$ cat config.mk
export PLATFORM = sky130hd
export DESIGN_NAME = switch_forwarding_policy
export DESIGN_NICKNAME = d
export VERILOG_FILES = /design/src/verilog/switch_forwarding_policy.v
export VERILOG_INCLUDE_DIRS = /design/src /design/src/verilog
export SDC_FILE = /design/constraint.sdc
export NUM_CORES = 1
export LEC_CHECK = 0
export BUFFER_PORTS_ARGS = -buffer_cell sky130_fd_sc_hd__buf_4
export CORE_MARGIN = 2
export CORE_UTILIZATION = 55
export DETAILED_ROUTE_END_ITERATION = 12
export PLACE_DENSITY = 0.83
export SYNTH_ARGS = -nofsm -noshare
export SYNTH_HDL_FRONTEND = slang
export SYNTH_SLANG_ARGS = --single-unit
$ cat constraint.sdc
create_clock -name core_clk -period 11.9 [get_ports core_clk]
set_input_delay 2.38 -clock core_clk [delete_from_list [all_inputs] [get_ports core_clk]]
set_output_delay 2.38 -clock core_clk [all_outputs]
set_load 0.005 [all_outputs]
$ cat src/verilog/fwd_policy_map.vh
`ifndef FWD_POLICY_MAP_VH
`define FWD_POLICY_MAP_VH

// Spanning tree port state codes
`define ST_FORWARD      2'b00
`define ST_BLOCK        2'b01
`define ST_LEARN        2'b10
`define ST_DISABLED     2'b11

// Ingress and egress port type code that enables the host tag
`define PT_HOST         2'b11

// Packet recognition values
`define ETYPE_IPV4      16'h0800
`define TPID_VLAN       16'h8100
`define IP_PROTO_IGMP   8'h02
`define VID_RESERVED    12'hFFF
`define VID_NONE        12'h000

// Special tag VID bit positions
`define TAG_PORT_LSB    0
`define TAG_LOOKUP      3
`define TAG_OVERRIDE    4
`define TAG_CALC_PRI    5
`define TAG_VLAN_RULES  6

// Frame length limits on the host port, in bytes
`define MAX_TAGGED_LEN  11'd1522
`define MAX_LONG_LEN    11'd2047

// Broadcast throttling
`define THROT_UNIT_SHIFT 6
`define THROT_INTERVAL_NS 1720000
`define CLK_PERIOD_NS   10

`endif

$ cat src/verilog/switch_forwarding_policy.v
// Summary of operation
// Throttled ports pass at most level*64 broadcast bytes per 1.72 ms.
// With monitoring on, IGMP multicast packets go to the monitor port.
// IGMP means IPv4 protocol 2, any framing, tagged or not.
// Never send back out the receive port, optionally except IGMP.
// Monitored packets still filtered by port state and VLAN admission.
// Many ports may be mirrored, one sniffer port only.
// Receive mirroring copies packets from mirrored ports to the sniffer.
// Transmit mirroring copies packets to mirrored ports to the sniffer.
// Filtered packets are mirrored only if mirror-filtered is set.
// Software sets port type 11b on the host port, 00b elsewhere.
// Host tag bit3 clear: bits0-1 pick port or broadcast; bit4 overrides.
// Host tag bit3 set: normal lookup, learning, override from entry.
// Host tag bit5 clear uses tag priority, else content priority.
// Host tag bit6 clear skips VLAN rules, else uses second tag VID.
// The host tag is stripped on egress from destination ports.
// Host port tagged frames limited to 1522 bytes unless long frames.
// Host-bound tag carries priority, source port and IGMP flag.
// Host-bound tag bits 4-9 carry override, static, pri enable, priority.
// Bits 4-9 are zero for learned or unknown destinations.
// Host-bound tag goes ahead of any existing VLAN tag.
// Per-port count of source addresses dropped for lack of table space.
// Per-port count of ingress-filtered packets including throttle drops.
// Port state 01 blocking/listening, 10 learning, 00 forwarding.
// Counters step by one per event, read without disturbing traffic.
`timescale 1ns/10ps
`include "fwd_policy_map.vh"

module switch_forwarding_policy #(
  parameter THROT_CYCLES = `THROT_INTERVAL_NS / `CLK_PERIOD_NS,
  parameter CNT_W        = 16
) (
  input  wire                 core_clk,
  input  wire                 rstn,
  input  wire [2:0]           broadcast_throttle_config,
  input  wire [7:0]           throttle_level,
  input  wire                 igmp_monitor_en,
  input  wire [1:0]           igmp_monitor_port,
  input  wire                 igmp_own_port_en,
  input  wire                 mirror_rx_en,
  input  wire                 mirror_tx_en,
  input  wire                 mirror_filtered_en,
  input  wire [2:0]           mirror_config,
  input  wire [1:0]           sniffer_port,
  input  wire [5:0]           ingress_port_type,
  input  wire [5:0]           egress_port_type,
  input  wire [5:0]           port_state,
  input  wire [2:0]           port_ingress_config,
  input  wire [2:0]           tagged_only_admission,
  input  wire                 vlan_enable,
  input  wire                 long_frame_accept,
  input  wire                 pkt_valid,
  input  wire [1:0]           pkt_src_port,
  input  wire [10:0]          pkt_len,
  input  wire                 pkt_bcast,
  input  wire                 pkt_mcast,
  input  wire [15:0]          pkt_ethertype,
  input  wire [7:0]           pkt_ip_proto,
  input  wire                 pkt_tagged,
  input  wire [11:0]          pkt_vid,
  input  wire [2:0]           pkt_pri,
  input  wire                 pkt_inner_tagged,
  input  wire [11:0]          pkt_inner_vid,
  input  wire [2:0]           pkt_content_pri,
  input  wire                 pkt_vlan_nonmember,
  input  wire [2:0]           vlan_member_mask,
  input  wire [2:0]           lkp_dest_mask,
  input  wire                 lkp_found,
  input  wire                 lkp_static,
  input  wire                 lkp_age,
  input  wire                 lkp_pri_en,
  input  wire [2:0]           lkp_pri,
  input  wire [2:0]           learn_discard_evt,
  output reg                  dec_valid,
  output reg  [2:0]           dec_dest_mask,
  output reg                  dec_filtered,
  output reg  [2:0]           dec_priority,
  output reg                  dec_learn,
  output reg                  dec_strip_tag,
  output reg  [2:0]           dec_tag_insert,
  output reg  [31:0]          dec_host_tag,
  output reg  [3*CNT_W-1:0]   learn_discard_count,
  output reg  [3*CNT_W-1:0]   ingress_filtered_count
);

  // Decode a port number to a one-hot mask
  function [2:0] port_mask;
    input [1:0] p;
    begin
      case (p)
        2'd0:    port_mask = 3'b001;
        2'd1:    port_mask = 3'b010;
        2'd2:    port_mask = 3'b100;
        default: port_mask = 3'b000;
      endcase
    end
  endfunction

  // Pick the two-bit field of one port
  function [1:0] port_field;
    input [5:0] f;
    input [1:0] p;
    begin
      case (p)
        2'd1:    port_field = f[3:2];
        2'd2:    port_field = f[5:4];
        default: port_field = f[1:0];
      endcase
    end
  endfunction

  // Remove the receive port from a mask unless the keep flag is set
  function [2:0] strip_source;
    input [2:0] m;
    input [2:0] s;
    input       keep;
    begin
      strip_source = keep ? m : (m & ~s);
    end
  endfunction

  // Interval timer, tick pulse and per-port broadcast byte usage
  reg  [17:0] tick_cnt_q;
  reg         tick_q;
  reg  [16:0] bcast_used_q [0:2];
  integer     i;
  integer     j;
  integer     k;

  // Source port fields and host tag decode
  wire [1:0]  src_state  = port_field(port_state, pkt_src_port);
  wire [2:0]  src_mask   = port_mask(pkt_src_port);
  wire        host_in    = pkt_tagged &&
                           port_field(ingress_port_type, pkt_src_port)
                           == `PT_HOST;
  wire        direct     = host_in && !pkt_vid[`TAG_LOOKUP];
  // Override comes from the tag or from the lookup entry
  wire        overr      = direct ? pkt_vid[`TAG_OVERRIDE]
                                  : (lkp_static && lkp_age);

  // Source port admission by spanning tree state
  wire        src_disabled = src_state == `ST_DISABLED;
  wire        src_blocked  = src_disabled ||
                             ((src_state == `ST_BLOCK ||
                               src_state == `ST_LEARN) && !overr);

  // VLAN admission, using the inner tag behind a host tag
  wire        vlan_rules = vlan_enable &&
                           (!host_in || pkt_vid[`TAG_VLAN_RULES]);
  // Inner tag stands in for the outer one behind a host tag
  wire        eff_tagged = host_in ? pkt_inner_tagged : pkt_tagged;
  wire [11:0] eff_vid    = host_in ? pkt_inner_vid : pkt_vid;
  wire        vlan_rej   = vlan_rules &&
                           (((!eff_tagged || eff_vid == `VID_NONE) &&
                             tagged_only_admission[pkt_src_port]) ||
                            (eff_tagged && eff_vid == `VID_RESERVED) ||
                            pkt_vlan_nonmember);

  // Length check for frames entering the host port
  wire [10:0] len_limit  = long_frame_accept ? `MAX_LONG_LEN
                                             : `MAX_TAGGED_LEN;
  wire        len_err    = pkt_src_port == 2'd0 && pkt_tagged &&
                           pkt_len > len_limit;

  // Broadcast allowance in bytes for this interval
  wire [16:0] allowance  = {3'b000, throttle_level, 6'b000000};
  wire [16:0] bcast_next = bcast_used_q[pkt_src_port] +
                           {6'b000000, pkt_len};
  wire        throt_drop = pkt_bcast &&
                           broadcast_throttle_config[pkt_src_port] &&
                           bcast_next > allowance;

  // IGMP recognition in any framing
  wire        is_igmp    = igmp_monitor_en && pkt_mcast &&
                           pkt_ethertype == `ETYPE_IPV4 &&
                           pkt_ip_proto == `IP_PROTO_IGMP;

  // IGMP packets may leave by their receive port when allowed
  wire        own_ok     = is_igmp && igmp_own_port_en;

  // Any ingress filter cause drops the packet
  wire        filtered   = src_blocked || vlan_rej ||
                           throt_drop || len_err;

  // Raw destination set before state and mirror handling
  reg  [2:0]  dest_raw;
  reg  [2:0]  dest_ok;
  reg  [2:0]  fwd_mask;
  reg  [2:0]  final_mask;
  reg  [1:0]  dst_state;
  integer     d;

  // Destination selection, IGMP trap, own-port rule and mirroring
  always @* begin
    dst_state = 2'b00;
    // Host tag picks the port directly, else the lookup result
    if (direct) begin
      if (pkt_vid[1:0] == 2'd3) begin
        dest_raw = 3'b111;
      end else begin
        dest_raw = port_mask(pkt_vid[1:0]);
      end
    end else begin
      dest_raw = lkp_dest_mask;
    end
    // VLAN egress membership
    if (vlan_rules) begin
      dest_raw = dest_raw & vlan_member_mask;
    end

    // Egress state filtering, overridable except for disabled ports
    for (d = 0; d < 3; d = d + 1) begin
      dst_state = port_field(port_state, d[1:0]);
      dest_ok[d] = dst_state == `ST_FORWARD ||
                   (dst_state != `ST_DISABLED && overr);
    end

    // IGMP trap overrides the normal destinations
    if (is_igmp) begin
      fwd_mask = port_mask(igmp_monitor_port);
    end else begin
      fwd_mask = dest_raw & dest_ok;
    end
    fwd_mask = strip_source(fwd_mask, src_mask, own_ok);
    // Filtered packets are not forwarded
    if (filtered) begin
      fwd_mask = 3'b000;
    end
    final_mask = fwd_mask;

    // Single sniffer port receives the mirrored copies
    if (mirror_rx_en && mirror_config[pkt_src_port] &&
        (!filtered || mirror_filtered_en)) begin
      final_mask = final_mask | port_mask(sniffer_port);
    end
    // Transmit mirroring follows the forwarded set
    if (mirror_tx_en && |(fwd_mask & mirror_config)) begin
      final_mask = final_mask | port_mask(sniffer_port);
    end
    final_mask = strip_source(final_mask, src_mask, own_ok);
  end

  // Host-bound tag fields; bits 4 to 9 only for host-added entries
  wire        host_entry = lkp_found && lkp_static;
  wire [5:0]  entry_bits = host_entry ?
                           {lkp_pri, lkp_pri_en, lkp_static,
                            lkp_static && lkp_age} : 6'b000000;
  // Priority from the host tag or from packet contents
  wire [2:0]  pri_sel    = (host_in && !pkt_vid[`TAG_CALC_PRI]) ?
                           pkt_pri : pkt_content_pri;
  // Host-bound tag VID layout
  wire [11:0] host_vid   = {2'b00, entry_bits, is_igmp, 1'b0,
                            pkt_src_port};
  // Ports that want the host tag on egress
  wire [2:0]  host_egress = {egress_port_type[5:4] == `PT_HOST,
                             egress_port_type[3:2] == `PT_HOST,
                             egress_port_type[1:0] == `PT_HOST};
  // Source learning admission
  wire        learn_ok   = port_ingress_config[pkt_src_port] &&
                           (src_state == `ST_FORWARD ||
                            src_state == `ST_LEARN) &&
                           !(host_in && !pkt_vid[`TAG_LOOKUP]);

  // A learning port still learns although its packets are discarded,
  // so only the non-state filter causes stop learning
  wire        learn_drop = vlan_rej || throt_drop || len_err;

  // Interval timer for broadcast throttling
  always @(posedge core_clk or negedge rstn) begin
    if (!rstn) begin
      tick_cnt_q <= 18'h00000;
      tick_q     <= 1'b0;
    end else if (tick_cnt_q == THROT_CYCLES - 1) begin
      tick_cnt_q <= 18'h00000;
      tick_q     <= 1'b1;
    end else begin
      tick_cnt_q <= tick_cnt_q + 18'h00001;
      tick_q     <= 1'b0;
    end
  end

  // Broadcast byte usage per port, cleared each interval
  always @(posedge core_clk or negedge rstn) begin
    if (!rstn) begin
      for (i = 0; i < 3; i = i + 1) begin
        bcast_used_q[i] <= 17'h00000;
      end
    end else if (tick_q) begin
      for (i = 0; i < 3; i = i + 1) begin
        bcast_used_q[i] <= 17'h00000;
      end
    end else if (pkt_valid && pkt_bcast && !filtered) begin
      bcast_used_q[pkt_src_port] <= bcast_next;
    end
  end

  // Registered forwarding decision
  always @(posedge core_clk or negedge rstn) begin
    if (!rstn) begin
      dec_valid      <= 1'b0;
      dec_dest_mask  <= 3'b000;
      dec_filtered   <= 1'b0;
      dec_priority   <= 3'b000;
      dec_learn      <= 1'b0;
      dec_strip_tag  <= 1'b0;
      dec_tag_insert <= 3'b000;
      dec_host_tag   <= 32'h00000000;
    end else begin
      dec_valid      <= pkt_valid;
      if (pkt_valid) begin
        dec_dest_mask  <= final_mask;
        dec_filtered   <= filtered;
        dec_priority   <= pri_sel;
        dec_learn      <= learn_ok && !learn_drop;
        dec_strip_tag  <= host_in;
        dec_tag_insert <= final_mask & host_egress;
        dec_host_tag   <= {`TPID_VLAN, pri_sel, 1'b0, host_vid};
      end
    end
  end

  // Learn discard events, one wrapping count per port
  always @(posedge core_clk or negedge rstn) begin
    if (!rstn) begin
      learn_discard_count <= {3*CNT_W{1'b0}};
    end else begin
      for (j = 0; j < 3; j = j + 1) begin
        if (learn_discard_evt[j]) begin
          learn_discard_count[j*CNT_W +: CNT_W] <=
            learn_discard_count[j*CNT_W +: CNT_W] + 1'b1;
        end
      end
    end
  end

  // Ingress filtered packets counted against the receive port
  always @(posedge core_clk or negedge rstn) begin
    if (!rstn) begin
      ingress_filtered_count <= {3*CNT_W{1'b0}};
    end else begin
      for (k = 0; k < 3; k = k + 1) begin
        if (pkt_valid && filtered && pkt_src_port == k) begin
          ingress_filtered_count[k*CNT_W +: CNT_W] <=
            ingress_filtered_count[k*CNT_W +: CNT_W] + 1'b1;
        end
      end
    end
  end

endmodule

Word level (Yosys, flattened, before mapping)
Index checks and enable logic that the tools add are counted.
Widths: inputs -> output; s select.

word-level totals
  input bits = 140
  word-level logic and storage cells = 175
  output and inout port bits = 141
  bits in registers = 192

operators by class
  reduce and logical (&&, ||, !) cells = 69
  magnitude comparators = 5
  mux-type cells = 41
  bitwise gates (word level) = 10
  equality and inequality tests = 23
  add/subtract/negate cells = 8

operators by type and width
  cell                   number
  $mux 51                2
  $add 16x1->16 const B  6
  $bwmux 51              1
  $mux 17                3
  $mux 3                 12
  $pmux 3 s3             4
  $bmux 17 s2            1
  $demux 17 s2           1
  $logic_and 1x1->1      34
  $eq 2x2->1 const B     11
  $add 18x1->18 const B  1
  $and 3x3->3            6
  $eq 18x18->1 const B   1
  $mux 18                1
  $add 17x11->17         1
  $gt 17x14->1           1
  $eq 16x12->1 const B   1
  $logic_not 2->1        8
  $logic_or 1x1->1       16
  $eq 12x12->1 const B   1
  $logic_not 12->1       1
  $mux 12                1
  $gt 11x11->1           1
  $eq 2x1->1 const B     5
  other kinds (16)       36

Longest topological paths before layout
  word-level depth = 25
  gate-level depth with buffers = 27
  gate-level depth less buffers = 23

Worst setup path before layout
OpenSTA, ideal clock, no wires.

  path type = input -> register
  start = input pkt_src_port[1]
  end = register bcast_used_q[11] (netlist name)
  arrival = 7015 ps
  library setup time = 121 ps
  stages = 27
  setup slack = 4764 ps
  path buffers = 5
  data required time = 11779 ps
  cell sequence = buf_6 -> nor2b_4 -> buf_4 -> clkbuf_1 -> nand2_1 -> o21ai_0 -> fa_1 -> a211oi_1 -> o21bai_1 -> a21oi_1 -> o21bai_1 -> a21oi_1 -> o21bai_1 -> a21oi_1 -> xnor2_1 -> ha_1 -> nand4_1 -> nor2_1 -> nand4_1 -> or3_1 -> o22ai_1 -> a41oi_2 -> buf_6 -> nor3_4 -> nor2_2 -> buf_6 -> a22o_1

between the ends
  word-level cells in the longest chain between the ends = 17
  elaborated cells between the ends (all ways) = 58
  those cells by class = add/sub: 1; order compare: 3; eq/ne: 7; mux: 17; bitwise: 1; reduce/logical: 29

ends and longest elaborated chain
  item                                                                     RTL line                        RTL
  start: declaration                                                       switch_forwarding_policy.v:53   input wire [1:0] pkt_src_port,
  parallel branches: the longest is 17 deep, another holds $add 17x11->17  --
  end signal: indexed assignment                                           switch_forwarding_policy.v:293  bcast_used_q[pkt_src_port] <= bcast_next;
  end: declaration                                                         switch_forwarding_policy.v:125  reg [16:0] bcast_used_q [0:2];

Several ways; the timed one is not identified. The select of a mux whose other input is x is not followed.
A chain may end at the register's enable or synchronous reset.

Worst setup path in the final report
  start = input pkt_src_port[0]
  end = register bcast_used_q[44] (netlist name)

The elaborated chain is that of the path after synthesis.

==> metrics.cfg <==
[critical_path]
r2r.worst_path.cells = 22
path_max_fanout = 26
cp.required_ps = 12250
endpoint_kind = register
start_kind = input port
r2r_start = bcast_used_q[34]
worstPathArrival_ps = 8490
timing.critical_path.from = pkt_src_port[0]
path_class = input port to register

[synthesis]
yosys_warnings = 0
yosys_register_bits = 189
seq_area_frac_synth_pct = 45.23
synthCells = 1013
synthArstFlopShare_pct = 100.0
synth_edf_count = 0
syn_area_sq_mm = 0.01046
syn_area_per_cell_sq_um = 10.32
yosysUniqueCellTypes = 79
synth-main-ff-cell = dfrtp_1

[detailed_routing]
drt-initial-drc-count = 492
drc = 0
routed_wl_um = 27210
avgRoutedWirePerCell_um = 18.12
viasPerCell = 5.794
ant_nets = 0
drt_pre_antenna_iters = 6
vias = 8703

[timing]
max_freq_mhz = 122.9
holdWs_ps = 469.9
final_hold_viol_count = 0
slew_viol_final = 0
worst_pin_slew_ps = 974.2
relSlewSlack_pct = 35.06
rsz0062_at_grt = no
finalClockSkew_ps = 10.67
setup_viol = 0
tns_ps = 0
fin_crit_ps = 8139
fin_crit_sh_pct = 68.40
setup_slack_ps = 3761

[final_layout]
multi_input_area_sq_mm = 0.005279
area_growth_pct = 24.41
antenna_cells = 0
nFillCells = 1382
final_cell_area_sq_mm = 0.01301
final_util_pct = 69.55
layout_common_cells = buf_4 (264), dfrtp_1 (189), nand2_1 (86)
nets = 1436
final_layout_size_suffix_gt1_share_pct = 26.81
seqCellArea_sq_mm = 0.004730
stdcell_count = 1502
mostFrequentLayoutCell = buf_4

[power_and_ir_drop]
finalPower_mw = 2.020
p_per_area_mw_per_mm2 = 155.2
peakVddDrop_uv = 115.4
p_leak_nw = 6.261

[min_path]
min-delay-path-class = register to register
whs_path_depth = 1
min_from = ingress_filtered_count[31]

[floorplanning]
start_util_pct = 55.91
core_area_sq_mm = 0.01871
die_y_um = 141.9
die_w_um = 141.9
dieArea_sq_mm = 0.02013
row_count = 50
ioPinCount = 281

[global_route]
grt_max_degree = 71
gr-total-overflow = 0
grt_usage_pct = 26.91
antenna_found_initial = 0
grt_pass1_vias = 8425
grt_pass1_wl_um = 42990

[place]
place_ws_ps = 3498
port_buffers = 262
place_area_sq_mm = 0.01242
gp_congestion = 0.8787
dp_cells = 1471
hpwl_um = 20780

[cts]
htreeDepth = 4
clk_latency_ps = 420
cts_setup_buffers = 0
cts-buffers-inserted = 17
clkSinkCount = 189
cts-root-buf = clkbuf_16
path_clk_slew_ps = 70
clock_path_buffers = 2
cts_tree = yes
cts_resized = 0
postCtsHoldBufs = 0

[status]
status = completed

[job]
maxCapViolCount = 0

worst max-delay path, stage by stage:
cell and delay [ps]:
buf_4 360, nor2b_4 200, nand2_1 100, o21ai_0 90, ha_1 220, fa_1 400
a211oi_1 400, o21bai_1 130, a21oi_1 240, o21bai_1 90, a21oi_1 230, o21bai_1 100
a21oi_1 170, xnor2_1 150, ha_1 330, nand4_1 130, nor2_1 120, nand4_1 110
or3_1 390, o22ai_1 210, a41oi_2 530, nor2_2 600, and4b_1 560, a22o_1 210
cell usage after synthesis (all sizes together), types with 32 or more instances:
cell type	number	area share [%]
a22o	33	2.8
buf	44	3.2
dfrtp	189	45
ha	39	4.7
inv	32	1.1
nand2	86	3.1
nand3	43	2.1
nand4	48	2.9
nor2	75	2.8
o21ai	36	1.8
xnor2	71	6.1
xor2	50	4.2
cell families after synthesis:
family / share of synthesized area (%)
compound gates: 11.62
xor+xnor: 10.28
fa+ha+maj: 4.858
buf+inv: 4.905
flops: 45.23
mux: 4.439
other cells: 0.03586
simple gates: 18.64
report_power, final:
| group | leakage [nW] | switching, mW | internal (mW) |
|---|---|---|---|
| clock | 0.278 | 0.242 | 0.321 |
| sequential | 2.50 | 0.114 | 0.758 |
| combinational | 3.49 | 0.296 | 0.289 |
| total | 6.26 | 0.652 | 1.37 |
flip-flops by register name, summed over array words and instances (netlist names), 2 cells and up:
name                    cells
tick_cnt_q                 18
ingress_filtered_count     48
dec_tag_insert              3
learn_discard_count        48
dec_host_tag               11
bcast_used_q               51
dec_dest_mask               3
dec_priority                2
final timing paths:
check                      slack (ps)                    endpoint
max in group asynchronous        8690               tick_cnt_q[2]
min in group asynchronous        1910     learn_discard_count[33]
hold reg to reg                   470  ingress_filtered_count[31]
setup reg to reg                 5810            bcast_used_q[44]
setup / recovery                 3760            bcast_used_q[44]
hold / removal                    470  ingress_filtered_count[31]
per-layer routing:
| metal | vias to the layer above | GRT usage [%] | routed length, um |
|---|---|---|---|
| li1 | 4096 | - | - |
| met1 | 4245 | 33.36 | 10950 |
| met2 | 302 | 46.07 | 13620 |
| met3 | 60 | 6.109 | 1745 |
| met4 | 0 | 10.37 | 906 |
| met5 | - | 0 | 0 |
layout make-up:
| cell class | count | share of cell area, % |
|---|---|---|
| Clock buffer | 19 | 3.481 |
| Clock inverter | 12 | 1.068 |
| Inverter | 33 | 0.9521 |
| Multi-Input combinational cell | 750 | 40.58 |
| Sequential cell | 189 | 36.35 |
| Tap cell | 234 | 2.250 |
| Timing Repair Buffer | 265 | 15.32 |
(Power assumes the default switching activity.)
